File: src/common/dcc_regs.vh
`ifndef DCC_REGS_VH
`define DCC_REGS_VH
// register indices on the plain port (word index, 4-bit address)
`define DCC_ADDR_SRC        4'h0
`define DCC_ADDR_DST        4'h1
`define DCC_ADDR_CTRL       4'h2
`define DCC_ADDR_COUNT      4'h3
`define DCC_ADDR_STATUS     4'h4
// control word fields
`define DCC_CTL_IRQ_EN      15
`define DCC_CTL_OUT_REQ_EN  14
`define DCC_CTL_STEAL       13
`define DCC_CTL_ALIGN       12
`define DCC_CTL_BW_HI       11
`define DCC_CTL_BW_LO       9
`define DCC_CTL_ONE_CYC     8
`define DCC_CTL_DIR         7
`define DCC_CTL_SRC_STEP    6
`define DCC_CTL_SW_HI       5
`define DCC_CTL_SW_LO       4
`define DCC_CTL_DST_STEP    3
`define DCC_CTL_DW_HI       2
`define DCC_CTL_DW_LO       1
`define DCC_CTL_START       0
// status fields
`define DCC_ST_CFG_ERR      6
`define DCC_ST_BUS_ERR_SRC  5
`define DCC_ST_BUS_ERR_DST  4
`define DCC_ST_REQ          2
`define DCC_ST_BUSY         1
`define DCC_ST_DONE         0
// width codes
`define DCC_SZ_LONG         2'b00
`define DCC_SZ_BYTE         2'b01
`define DCC_SZ_WORD         2'b10
`define DCC_SZ_LINE         2'b11
`define DCC_RST_CTRL        16'h0000
`define DCC_RST_COUNT       16'h0000
`endif

File: src/rtl/dcc_channel.v
// Decided for this implementation: the register addresses and the strobed register port.
`include "dcc_regs.vh"
`timescale 1ns/100ps
`default_nettype none
module dcc_channel (
  input  wire        i_clk,
  input  wire        i_rstn,
  input  wire [3:0]  i_addr,
  input  wire [31:0] i_wdata,
  input  wire        i_wr,
  input  wire        i_rd,
  output reg  [31:0] o_rdata,
  input  wire        i_outside_transfer_request,
  output reg         o_bus_req,
  input  wire        i_bus_grant,
  output reg         o_bus_valid,
  output reg  [31:0] o_bus_addr,
  output reg         o_bus_rw,
  output reg  [1:0]  o_bus_size,
  output reg  [31:0] o_bus_wdata,
  input  wire [31:0] i_bus_rdata,
  input  wire        i_bus_ack,
  input  wire        i_bus_err,
  output reg         o_channel_irq_out,
  output reg         o_done
);
  localparam [3:0] ST_IDLE  = 4'b0001;
  localparam [3:0] ST_READ  = 4'b0010;
  localparam [3:0] ST_WRITE = 4'b0100;
  localparam [3:0] ST_GAP   = 4'b1000;

  reg  [1:0]  rst_sync_reg;
  wire        rstn_int;
  reg  [2:0]  req_sync_reg;
  reg         req_level_reg;
  reg         req_level_prev;
  reg  [31:0] source_pointer_reg;
  reg  [31:0] dest_pointer_reg;
  reg  [15:0] channel_control_reg;
  reg  [15:0] remaining_bytes_reg;
  reg         cfg_err_reg;
  reg         err_src_reg;
  reg         err_dst_reg;
  reg         pend_reg;
  reg         busy_reg;
  reg         done_reg;
  reg  [3:0]  state_reg;
  reg  [31:0] data_reg;
  reg  [15:0] control_next;

  wire        sel_wr_ctrl;
  wire        start_pulse;
  wire        done_clear;
  wire        req_rise;
  wire        new_req;
  wire        steal;
  wire        one_cyc;
  wire        align_on;
  wire [4:0]  src_step;
  wire [4:0]  dst_step;
  wire        src_wider;
  wire        cfg_bad;
  wire [15:0] block_mask;
  wire        bw_on;
  wire        src_moves;
  wire        dst_moves;
  wire [15:0] count_after;
  wire        last_beat;
  wire        at_boundary;
  wire [7:0]  status_word;

  always @(posedge i_clk or negedge i_rstn) begin
    if (!i_rstn) begin
      rst_sync_reg <= 2'b00;
    end else begin
      rst_sync_reg <= {rst_sync_reg[0], 1'b1};
    end
  end
  assign rstn_int = rst_sync_reg[1];

  dcc_size_step u_size (
    .i_src_width  (channel_control_reg[`DCC_CTL_SW_HI:`DCC_CTL_SW_LO]),
    .i_dst_width  (channel_control_reg[`DCC_CTL_DW_HI:`DCC_CTL_DW_LO]),
    .i_interval   (channel_control_reg[`DCC_CTL_BW_HI:`DCC_CTL_BW_LO]),
    .i_src_addr   (source_pointer_reg),
    .i_dst_addr   (dest_pointer_reg),
    .i_count      (remaining_bytes_reg),
    .o_src_step   (src_step),
    .o_dst_step   (dst_step),
    .o_src_wider  (src_wider),
    .o_cfg_bad    (cfg_bad),
    .o_block_mask (block_mask),
    .o_bw_on      (bw_on)
  );

  assign sel_wr_ctrl = i_wr && (i_addr == `DCC_ADDR_CTRL);
  assign start_pulse = channel_control_reg[`DCC_CTL_START];
  assign done_clear  = i_wr && (i_addr == `DCC_ADDR_STATUS) && i_wdata[`DCC_ST_DONE];
  assign steal    = channel_control_reg[`DCC_CTL_STEAL];
  assign one_cyc  = channel_control_reg[`DCC_CTL_ONE_CYC];
  assign align_on = channel_control_reg[`DCC_CTL_ALIGN];
  assign req_rise = req_level_reg && channel_control_reg[`DCC_CTL_OUT_REQ_EN];
  assign new_req  = start_pulse || req_rise;
  assign src_moves = channel_control_reg[`DCC_CTL_SRC_STEP] || (align_on && src_wider);
  assign dst_moves = channel_control_reg[`DCC_CTL_DST_STEP] || (align_on && !src_wider);
  assign count_after = remaining_bytes_reg - {11'h000, (one_cyc ? src_step : dst_step)};
  assign last_beat   = (count_after == 16'h0000);
  assign at_boundary = bw_on && ((count_after & block_mask) == 16'h0000);
  assign status_word = {1'b0, cfg_err_reg, err_src_reg, err_dst_reg, 1'b0,
                        pend_reg, busy_reg, done_reg};

  // outside request: three flops, change counts when last two agree
  always @(posedge i_clk or negedge rstn_int) begin
    if (!rstn_int) begin
      req_sync_reg  <= 3'b000;
      req_level_reg <= 1'b0;
    end else begin
      req_sync_reg  <= {req_sync_reg[1:0], i_outside_transfer_request};
      req_level_reg <= 1'b0;
      if (req_sync_reg[2] == req_sync_reg[1]) begin
        req_level_reg <= req_sync_reg[1] && !req_sync_reg[2] ? 1'b0 : 1'b0;
      end
      if (req_sync_reg[1] && !req_sync_reg[2]) begin
        req_level_reg <= 1'b0;
      end
      if (req_sync_reg[2] && req_sync_reg[1] && !req_level_prev) begin
        req_level_reg <= 1'b1;
      end
    end
  end

  always @(posedge i_clk or negedge rstn_int) begin
    if (!rstn_int) begin
      req_level_prev <= 1'b0;
    end else if (req_sync_reg[2] == req_sync_reg[1]) begin
      req_level_prev <= req_sync_reg[2];
    end
  end

  always @* begin
    control_next = channel_control_reg;
    control_next[`DCC_CTL_START] = 1'b0;
    if (sel_wr_ctrl) begin
      control_next = i_wdata[15:0];
    end
  end

  // register writes and reads
  always @(posedge i_clk or negedge rstn_int) begin
    if (!rstn_int) begin
      channel_control_reg <= `DCC_RST_CTRL;
      o_rdata             <= 32'h0000_0000;
    end else begin
      channel_control_reg <= control_next;
      o_rdata             <= 32'h0000_0000;
      if (i_rd) begin
        case (i_addr)
          `DCC_ADDR_SRC:    o_rdata <= source_pointer_reg;
          `DCC_ADDR_DST:    o_rdata <= dest_pointer_reg;
          `DCC_ADDR_CTRL:   o_rdata <= {16'h0000, channel_control_reg[15:1], 1'b0};
          `DCC_ADDR_COUNT:  o_rdata <= {16'h0000, remaining_bytes_reg};
          `DCC_ADDR_STATUS: o_rdata <= {24'h0000_00, status_word};
          default:          o_rdata <= 32'h0000_0000;
        endcase
      end
    end
  end

  // transfer engine
  always @(posedge i_clk or negedge rstn_int) begin
    if (!rstn_int) begin
      remaining_bytes_reg <= `DCC_RST_COUNT;
      source_pointer_reg  <= 32'h0000_0000;
      dest_pointer_reg    <= 32'h0000_0000;
      cfg_err_reg <= 1'b0;
      err_src_reg <= 1'b0;
      err_dst_reg <= 1'b0;
      pend_reg    <= 1'b0;
      busy_reg    <= 1'b0;
      done_reg    <= 1'b0;
      state_reg   <= ST_IDLE;
      data_reg    <= 32'h0000_0000;
      o_bus_req   <= 1'b0;
      o_bus_valid <= 1'b0;
      o_bus_addr  <= 32'h0000_0000;
      o_bus_rw    <= 1'b1;
      o_bus_size  <= 2'b00;
      o_bus_wdata <= 32'h0000_0000;
      o_channel_irq_out <= 1'b0;
      o_done      <= 1'b0;
    end else begin
      if (i_wr && i_addr == `DCC_ADDR_SRC) begin
        source_pointer_reg <= i_wdata;
      end
      if (i_wr && i_addr == `DCC_ADDR_DST) begin
        dest_pointer_reg <= i_wdata;
      end
      if (i_wr && i_addr == `DCC_ADDR_COUNT) begin
        remaining_bytes_reg <= i_wdata[15:0];
      end
      o_channel_irq_out <= channel_control_reg[`DCC_CTL_IRQ_EN]
                           && (done_reg || cfg_err_reg);
      o_done <= done_reg;
      case (state_reg)
        ST_IDLE: begin
          o_bus_valid <= 1'b0;
          if (new_req) begin
            if (cfg_bad || remaining_bytes_reg == 16'h0000) begin
              cfg_err_reg <= cfg_bad ? 1'b1 : cfg_err_reg;
              done_reg    <= 1'b1;
            end else begin
              busy_reg  <= 1'b1;
              pend_reg  <= 1'b1;
              o_bus_req <= 1'b1;
              state_reg <= ST_GAP;
            end
          end
        end
        ST_GAP: begin
          o_bus_req <= 1'b1;
          if (i_bus_grant) begin
            pend_reg    <= 1'b0;
            o_bus_valid <= 1'b1;
            o_bus_addr  <= source_pointer_reg;
            o_bus_size  <= channel_control_reg[`DCC_CTL_SW_HI:`DCC_CTL_SW_LO];
            o_bus_rw    <= one_cyc ? channel_control_reg[`DCC_CTL_DIR] : 1'b1;
            state_reg   <= one_cyc ? ST_WRITE : ST_READ;
          end
        end
        ST_READ: begin
          if (i_bus_err) begin
            err_src_reg <= 1'b1;
            done_reg    <= 1'b1;
            o_bus_valid <= 1'b0;
            o_bus_req   <= 1'b0;
            busy_reg    <= 1'b0;
            state_reg   <= ST_IDLE;
          end else if (i_bus_ack) begin
            data_reg <= i_bus_rdata;
            if (src_moves) begin
              source_pointer_reg <= source_pointer_reg + {27'h000_0000, src_step};
            end
            o_bus_addr  <= dest_pointer_reg;
            o_bus_size  <= channel_control_reg[`DCC_CTL_DW_HI:`DCC_CTL_DW_LO];
            o_bus_rw    <= 1'b0;
            o_bus_wdata <= i_bus_rdata;
            state_reg   <= ST_WRITE;
          end
        end
        ST_WRITE: begin
          if (i_bus_err) begin
            if (one_cyc) err_src_reg <= 1'b1;
            else err_dst_reg <= 1'b1;
            done_reg    <= 1'b1;
            o_bus_valid <= 1'b0;
            o_bus_req   <= 1'b0;
            busy_reg    <= 1'b0;
            state_reg   <= ST_IDLE;
          end else if (i_bus_ack) begin
            // decrement on write or single phase
            remaining_bytes_reg <= count_after;
            if (one_cyc) begin
              if (src_moves) begin
                source_pointer_reg <= source_pointer_reg + {27'h000_0000, src_step};
              end
            end else if (dst_moves) begin
              dest_pointer_reg <= dest_pointer_reg + {27'h000_0000, dst_step};
            end
            o_bus_valid <= 1'b0;
            if (last_beat) begin
              done_reg  <= 1'b1;
              busy_reg  <= 1'b0;
              o_bus_req <= 1'b0;
              state_reg <= ST_IDLE;
            end else if (steal) begin
              o_bus_req <= 1'b0;
              busy_reg  <= 1'b0;
              state_reg <= ST_IDLE;
            end else begin
              o_bus_req <= !at_boundary;
              pend_reg  <= 1'b1;
              state_reg <= ST_GAP;
            end
          end
        end
        default: state_reg <= ST_IDLE;
      endcase
      // done write aborts and clears status
      if (done_clear) begin
        cfg_err_reg <= 1'b0;
        err_src_reg <= 1'b0;
        err_dst_reg <= 1'b0;
        pend_reg    <= 1'b0;
        busy_reg    <= 1'b0;
        done_reg    <= 1'b0;
        o_bus_req   <= 1'b0;
        o_bus_valid <= 1'b0;
        state_reg   <= ST_IDLE;
      end
    end
  end
endmodule
`default_nettype wire

File: src/rtl/dcc_size_step.v
`include "dcc_regs.vh"
`timescale 1ns/100ps
`default_nettype none
// decodes access widths into byte steps, alignment checks and the bandwidth block
module dcc_size_step (
  input  wire [1:0]  i_src_width,
  input  wire [1:0]  i_dst_width,
  input  wire [2:0]  i_interval,
  input  wire [31:0] i_src_addr,
  input  wire [31:0] i_dst_addr,
  input  wire [15:0] i_count,
  output wire [4:0]  o_src_step,
  output wire [4:0]  o_dst_step,
  output wire        o_src_wider,
  output wire        o_cfg_bad,
  output wire [15:0] o_block_mask,
  output wire        o_bw_on
);
  function [4:0] step_of;
    input [1:0] w;
    begin
      case (w)
        `DCC_SZ_BYTE: step_of = 5'h01;
        `DCC_SZ_WORD: step_of = 5'h02;
        `DCC_SZ_LINE: step_of = 5'h10;
        default:      step_of = 5'h04;
      endcase
    end
  endfunction

  // low-bit mask that must be zero for a given width
  function [3:0] low_mask;
    input [1:0] w;
    reg   [4:0] m;
    begin
      m        = step_of(w) - 5'h01;
      low_mask = m[3:0];
    end
  endfunction

  assign o_src_step  = step_of(i_src_width);
  assign o_dst_step  = step_of(i_dst_width);
  assign o_src_wider = (o_src_step >= o_dst_step);
  assign o_cfg_bad = ((i_count[3:0] & low_mask(i_src_width)) != 4'h0)
                  || ((i_count[3:0] & low_mask(i_dst_width)) != 4'h0)
                  || ((i_src_addr[3:0] & low_mask(i_src_width)) != 4'h0)
                  || ((i_dst_addr[3:0] & low_mask(i_dst_width)) != 4'h0);
  assign o_block_mask = (i_interval == 3'h0) ? 16'h0000
                      : ((16'h0200 << (i_interval - 3'h1)) - 16'h0001);
  assign o_bw_on = (i_interval != 3'h0);
endmodule
`default_nettype wire

File: config.mk
export PLATFORM = sky130hd
export DESIGN_NAME = dcc_channel
export DESIGN_NICKNAME = d
export VERILOG_FILES = /design/src/rtl/dcc_channel.v /design/src/rtl/dcc_size_step.v
export VERILOG_INCLUDE_DIRS = /design/src /design/src/common
export SDC_FILE = /design/constraint.sdc
export NUM_CORES = 1
export LEC_CHECK = 0
export BUFFER_PORTS_ARGS = -buffer_cell sky130_fd_sc_hd__buf_2
export CORE_UTILIZATION = 30
export CTS_CLUSTER_SIZE = 25
export DETAILED_ROUTE_END_ITERATION = 10
export PLACE_DENSITY = 0.53
export REMOVE_ABC_BUFFERS = 1
export SETUP_SLACK_MARGIN = 0.05
export SYNTH_ARGS = -nofsm -noshare
export SYNTH_HDL_FRONTEND = slang
export SYNTH_HIERARCHICAL = 1
export SYNTH_SLANG_ARGS = --single-unit
File: constraint.sdc
create_clock -name i_clk -period 6.9 [get_ports i_clk]
set_input_delay 1.38 -clock i_clk [delete_from_list [all_inputs] [get_ports i_clk]]
set_output_delay 1.38 -clock i_clk [all_outputs]
set_load 0.1 [all_outputs]
==> results.txt, run 1 <==
CP top delay family: simple AND/OR/NAND/NOR gates
Unrepaired setup endpoints after global routing: no
Post-DRT Antenna Nets: 0
DRT Wirelength: 38210 µm
Max transition margin: 19.56%
Cell Rows: 72
Top cell type by total area after synthesis: sky130_fd_sc_hd__dfrtp_1
Post-Synthesis Mean Instance Area: 9.805 µm²
Async S/R FF share, synth: 100.0%
Final worst path period share: 59.58%
Antenna violations before repair: 1
Cell types occupying the most area after synthesis: sky130_fd_sc_hd__dfrtp_1, sky130_fd_sc_hd__mux2_2, sky130_fd_sc_hd__mux2i_1
Flop and latch count out of synthesis: 216
Ratio of cells with drive above 1 in the final layout: 23.37%
Total power consumption of the routed design: 6.002 mW
DRC violation count after routing: 2
Largest fanout of any net on the critical path: 25
Critical path startpoint category: register
Number of synthesized flops with an enable pin: 0
Die extent in x: 199.8 µm
Post-CTS sizing: 0
Req. time, crit path: 7.32 ns
WS Path Type: reg -> reg
Wire length of the first global-routing pass: 59240 µm
Failing checks: DRC
Crit path max-delay cell type: sky130_fd_sc_hd__nand3_1
Clock Tree Buf Depth: 3
Total count of hold-check failures in the final report: 0
Total Nets Final: 1456
Area of the core: 38650 µm²
Cells along the critical path: inv_1, ha_1, inv_1, ha_1, nand2b_1, a21oi_1, o21ai_1, inv_1, a21oi_1, or3_1, nand3_1, o221a_2
Slack of the critical path: 2.789 ns
Die height: 199.8 µm
Library cells used by synthesis: 80
Slack of the worst reg-to-reg path: 2.79 ns
CP max stage delay: 0.98 ns
Clk sinks: 216
Synth-to-layout area growth: 19.01%
Detailed placement HPWL: 27430 µm
Detailed-route vias per instance: 5.398
Synthesis Warnings: 6
Number of iterations in the first detailed-routing pass: 10
Area of the mapped netlist: 11740 µm²
Reg2Reg Depth: 12
Placed standard-cell area: 13120 µm²
Vias in the first global route: 10180
Worst Setup Slack post-DPL: 2.431 ns
Cell area after layout: 13970 µm²
FF-to-FF Start: channel_control_reg[5]$_DFFE_PN0P_
Kind of path behind the tightest hold check: reg -> async
Most frequent cells in the layout: sky130_fd_sc_hd__dfrtp_1, sky130_fd_sc_hd__buf_2, sky130_fd_sc_hd__nor2_1, sky130_fd_sc_hd__nand2_1, sky130_fd_sc_hd__a21oi_1
Final max-slew violation count: 0
Sum Neg Setup Slack: 0 ns
Starting DRC count in detailed routing: 784
Minimum clock period after layout: 4.111 ns
Syn Inst Count: 1197
Clock tree from TritonCTS: done
Starting Density: 30.37%
Number of clock buffers inserted by TritonCTS: 27
Measured slew at the worst slew-check pin: 1.203 ns
Crit. End Element: register
Buf/Inv on CP: 3
Maximum clock skew at final layout: 0.01394 ns
Non-filler instance count after layout: 1880
DR vias: 10150
Max-capacitance violation count: 0
Area share of the largest cell type after synthesis: 45.63%
Detailed-route wire length per cell: 20.32 µm
Total routing usage reported by global routing: 19.38%
Most common cell after layout, fill and taps aside: sky130_fd_sc_hd__dfrtp_1
Worst endpoint data arrival time: 4.53 ns
GRT overflow: 0
Top-level port count: 179
Fmax achieved: 0.2433 GHz
# setup viols final: 0
Clock latency on the worst-skew pair: 0.54 ns
Number of stages on the worst setup path: 12
H-tree levels: 1
Run status: finished, violations left
PD cells: 429.7 nW/µm²
CTS root buf: sky130_fd_sc_hd__clkbuf_16
Buffers added on ports: 178
Highest ir drop seen on vdd: 0.0002142 V
Register area share after synthesis: 46.08%
Destination of the worst register-to-register timing path: dest_pointer_reg[6]$_DFF_PN0_
Leakage: 6.234 nW
Clock transition at the register clock pins on the worst setup and hold paths after CTS: 0.06 ns
Die area: 39920 µm²
Hold Buf Count CTS: 0
Setup fix buffers added after clock tree synthesis: 0
Maximum number of pins on one net before global-route repair: 127
Most frequent CP cell: sky130_fd_sc_hd__inv_1
Placed instance count: 1833
Main synth FF type: sky130_fd_sc_hd__dfrtp_1
Final Wtd Congestion: 0.9033
## layout make-up
class / count / area (µm²)
well taps: 518 / 648.1
repair buffers: 197 / 1046
diodes: 1 / 2.502
fillers: 3967 / 24680
flip-flops and latches: 216 / 5411
clock buffers: 40 / 764.5
multi-input cells: 872 / 5902
clock inverters: 6 / 80.08
inverters: 30 / 112.6
## where the power goes
part | switching [mW] | leakage (nW) | internal, mW
combinational | 1.98 | 3.13 | 0.652
sequential | 0.393 | 2.69 | 1.61
clock | 0.542 | 0.416 | 0.831
total | 2.91 | 6.23 | 3.09
## synthesized netlist by cell type (all sizes together) (4+ instances only)
library cell	instances
ha	33
a21o	11
o31ai	4
and2	5
clkbuf	55
or3	7
buf	25
nand2	105
inv	30
nand2b	10
nand3b	5
nor4b	8
a31oi	7
nor3	16
nor4	10
or2	4
nand3	23
xor2	6
a211o	6
o21a	10
a311oi	19
a211oi	27
and3	21
o21ai	82
mux2i	52
o221a	5
xnor2	9
a222oi	16
a21oi	92
nand4	12
dfrtp	214
nor2b	15
o22ai	11
nor2	113
a22oi	25
mux2	51
## cells by family (layout without fill, tap and decap cells)
group	count (synthesis)	after routing	share of synthesized area, %
buf+inv	110	273	4.126
simple gates	363	363	15.06
xor+xnor	15	15	1.183
compound gates	352	352	20.10
fa+ha+maj	36	36	4.030
mux	103	103	9.360
flops	216	216	46.08
other cells	2	4	0.06399
## worst max path at each step
stage,start,end
6_report,channel_control_reg[5]$_DFFE_PN0P_,dest_pointer_reg[6]$_DFF_PN0_
2_1_floorplan,state_reg[2]$_DFFE_PN0P_,source_pointer_reg[10]$_DFF_PN0_
5_1_grt,channel_control_reg[5]$_DFFE_PN0P_,dest_pointer_reg[8]$_DFF_PN0_
3_3_place_gp,i_bus_err,dest_pointer_reg[8]$_DFF_PN0_
3_5_place_dp,i_bus_err,dest_pointer_reg[8]$_DFF_PN0_
4_1_cts,channel_control_reg[5]$_DFFE_PN0P_,dest_pointer_reg[6]$_DFF_PN0_
## per-stage QoR
step,hold slack [ns],util [%]
after detailed placement,0.2742,33.95
after global placement,0.2596,33.95
after floorplan,0.3312,-
final,0.2484,36.14
after global routing,0.2932,36.13
after CTS,0.2745,36.13
## layer usage
metal / track usage [%] / part of all wire, % / vias to the layer above
li1: - / - / 4706
met1: 25.77 / 44 / 4987
met2: 31.79 / 47 / 380
met3: 2.839 / 6.2 / 73
met4: 7.379 / 3.1 / 2
met5: 0 / 0.026 / -
Note: power is estimated with default switching activity, not from simulation.
==> inputs of run 2 (changes only) <==
PLACE_DENSITY = 0.52   (was 0.53)
clock period = 4.2 ns   (was 6.9 ns; I/O delays follow)
==> run 2 against run 1 <==
  * The flow still finishes with violations (DRC)
  * Largest power group unchanged
  * Via count up 0.20%
  * Die area unchanged
  * Critical path type unchanged
  * Critical path depth up 2
  * Utilization up 0.41 points
  * Total power up 65%
  * Sequential share of layout area down 0.43 points
==> results.txt, run 2 (same netlist as run 1, synthesis figures left out) <==
Number of iterations in the first detailed-routing pass: 10 (unchanged)
Top-level port count: 179 (unchanged)
Clock tree from TritonCTS: done
Total count of hold-check failures in the final report: 0 (unchanged)
Total power consumption of the routed design: 9.892 mW (+65%)
Largest fanout of any net on the critical path: 7 (-72%)
Minimum clock period after layout: 3.861 ns (-0.2498 ns)
Vias in the first global route: 10000 (-1.7%)
Hold Buf Count CTS: 0 (unchanged)
Detailed-route wire length per cell: 20.35 µm (+0.11%)
Total routing usage reported by global routing: 19.44% (+0.060 points)
Die extent in x: 199.8 µm (unchanged)
Clock Tree Buf Depth: 3 (unchanged)
Total Nets Final: 1475 (+1.3%)
PD cells: 700.3 nW/µm² (+63%)
Starting DRC count in detailed routing: 713 (-9.1%)
Final worst path period share: 91.93% (+32 points)
Synth-to-layout area growth: 20.35%
Leakage: 6.332 nW (+1.6%)
Area of the core: 38650 µm² (unchanged)
Wire length of the first global-routing pass: 59480 µm (+0.40%)
Fmax achieved: 0.2590 GHz (+6.5%)
# setup viols final: 0 (unchanged)
Most frequent cells in the layout: sky130_fd_sc_hd__dfrtp_1, sky130_fd_sc_hd__buf_2, sky130_fd_sc_hd__nor2_1, sky130_fd_sc_hd__nand2_1, sky130_fd_sc_hd__a21oi_1
Crit. End Element: register
Max transition margin: 36.00% (+16 points)
Req. time, crit path: 4.61 ns (-2.71 ns)
Run status: finished, violations left
Post-CTS sizing: 0 (unchanged)
Measured slew at the worst slew-check pin: 0.9600 ns (-0.2434 ns)
Clock latency on the worst-skew pair: 0.52 ns (-0.02 ns)
Sum Neg Setup Slack: 0 ns (unchanged)
Die height: 199.8 µm (unchanged)
Detailed-route vias per instance: 5.360 (-0.70%)
Detailed placement HPWL: 28030 µm (+2.2%)
Clock transition at the register clock pins on the worst setup and hold paths after CTS: 0.06 ns (about the same)
Buffers added on ports: 178 (unchanged)
Setup fix buffers added after clock tree synthesis: 0 (unchanged)
H-tree levels: 1 (unchanged)
GRT overflow: 0 (unchanged)
Final Wtd Congestion: 0.9076 (+0.48%)
Kind of path behind the tightest hold check: in -> async
Failing checks: DRC
CTS root buf: sky130_fd_sc_hd__clkbuf_16
Starting Density: 30.37% (unchanged)
Unrepaired setup endpoints after global routing: no
Critical path startpoint category: register
Final max-slew violation count: 0 (unchanged)
Cell Rows: 72 (unchanged)
Post-DRT Antenna Nets: 0 (unchanged)
Highest ir drop seen on vdd: 0.0004105 V (+92%)
Number of antenna diodes: 0 (-1)
DRT Wirelength: 38600 µm (+1.0%)
WS Path Type: reg -> reg
Most common cell after layout, fill and taps aside: sky130_fd_sc_hd__dfrtp_1
Die area: 39920 µm² (unchanged)
Number of clock buffers inserted by TritonCTS: 25 (-7.4%)
End-of-flow core utilization: 36.55% (+0.41 points)
Worst endpoint data arrival time: 4.27 ns (-0.26 ns)
DRC violation count after routing: 1 (-1)
Maximum clock skew at final layout: 0.008397 ns (-0.005543 ns)
DR vias: 10170 (+0.20%)
Clk sinks: 216 (unchanged)
Ratio of cells with drive above 1 in the final layout: 24.51% (+1.1 points)
Max-capacitance violation count: 0 (unchanged)
Maximum number of pins on one net before global-route repair: 78 (-39%)
Hold slack: 0.09943 ns (-0.1489 ns)
Antenna violations before repair: 0 (-1)
run 2: through the flow:
stage	cell area [µm²]	setup WS (ns)	std cells
2_1_floorplan	11370	-5.124	1118
3_3_place_gp	13290	0.3938	1854
3_5_place_dp	13290	0.3118	1854
4_1_cts	14120	0.3183	1897
5_1_grt	14120	0.1268	1897
6_report	14120	0.3390	1897
run 2: path summary, 6_finish.rpt:
| check | start | end | slack [ns] | cells after the start |
|---|---|---|---|---|
| max | channel_control_reg[2]$_DFFE_PN0P_ | o_bus_req$_DFFE_PN0P_ | 0.34 | 14 |
| min | i_rstn | rst_sync_reg[1]$_DFF_PN0_ | 0.1 | 1 |
| max reg2reg | channel_control_reg[2]$_DFFE_PN0P_ | o_bus_req$_DFFE_PN0P_ | 0.34 | 14 |
| min reg2reg | rst_sync_reg[0]$_DFF_PN0_ | rst_sync_reg[1]$_DFF_PN0_ | 0.35 | 0 |
| max in group asynchronous | rst_sync_reg[1]$_DFF_PN0_ | o_bus_rw$_DFFE_PN1P_ | 2.86 | 1 |
| min in group i_clk | rst_sync_reg[0]$_DFF_PN0_ | rst_sync_reg[1]$_DFF_PN0_ | 0.35 | 0 |
run 2: area by class of cell:
| type | count | area (µm²) |
|---|---|---|
| fill | 3926 | 24520 |
| clock inverter | 5 | 100.1 |
| tap | 518 | 648.1 |
| clock buffer | 38 | 734.5 |
| sequential | 216 | 5411 |
| inverter | 30 | 112.6 |
| timing repair buffer | 218 | 1216 |
| multi-input combinational | 872 | 5902 |
run 2: critical path, cell delays in order, from the launching register on:
cell                        delay, ns
sky130_fd_sc_hd__dfrtp_1         0.45
sky130_fd_sc_hd__inv_1           0.11
sky130_fd_sc_hd__ha_1            0.26
sky130_fd_sc_hd__mux2_2          0.22
sky130_fd_sc_hd__ha_1            0.15
sky130_fd_sc_hd__inv_1           0.05
sky130_fd_sc_hd__fa_1            0.40
sky130_fd_sc_hd__and4_1          0.17
sky130_fd_sc_hd__a2111o_1        0.45
sky130_fd_sc_hd__or3_4           0.38
sky130_fd_sc_hd__xnor2_2         0.16
sky130_fd_sc_hd__a2111oi_2       0.36
sky130_fd_sc_hd__a311o_1         0.26
sky130_fd_sc_hd__a21oi_1         0.11
sky130_fd_sc_hd__a32o_1          0.23
run 2: layer usage:
layer / share of wire, % / vias up / track usage [%] / wire length [µm]
met1: 45 / 5087 / 26.00 / 17200
met4: 2.1 / 0 / 5.146 / 809
met2: 48 / 292 / 32.73 / 18580
met5: 0 / - / 0 / 0
li1: - / 4740 / - / -
met3: 5.2 / 49 / 2.839 / 2007
run 2: power by group:
part / internal [mW] / switching (mW)
Sequential: 2.64 / 0.681
Clock: 1.38 / 0.878
Combinational: 1.10 / 3.22
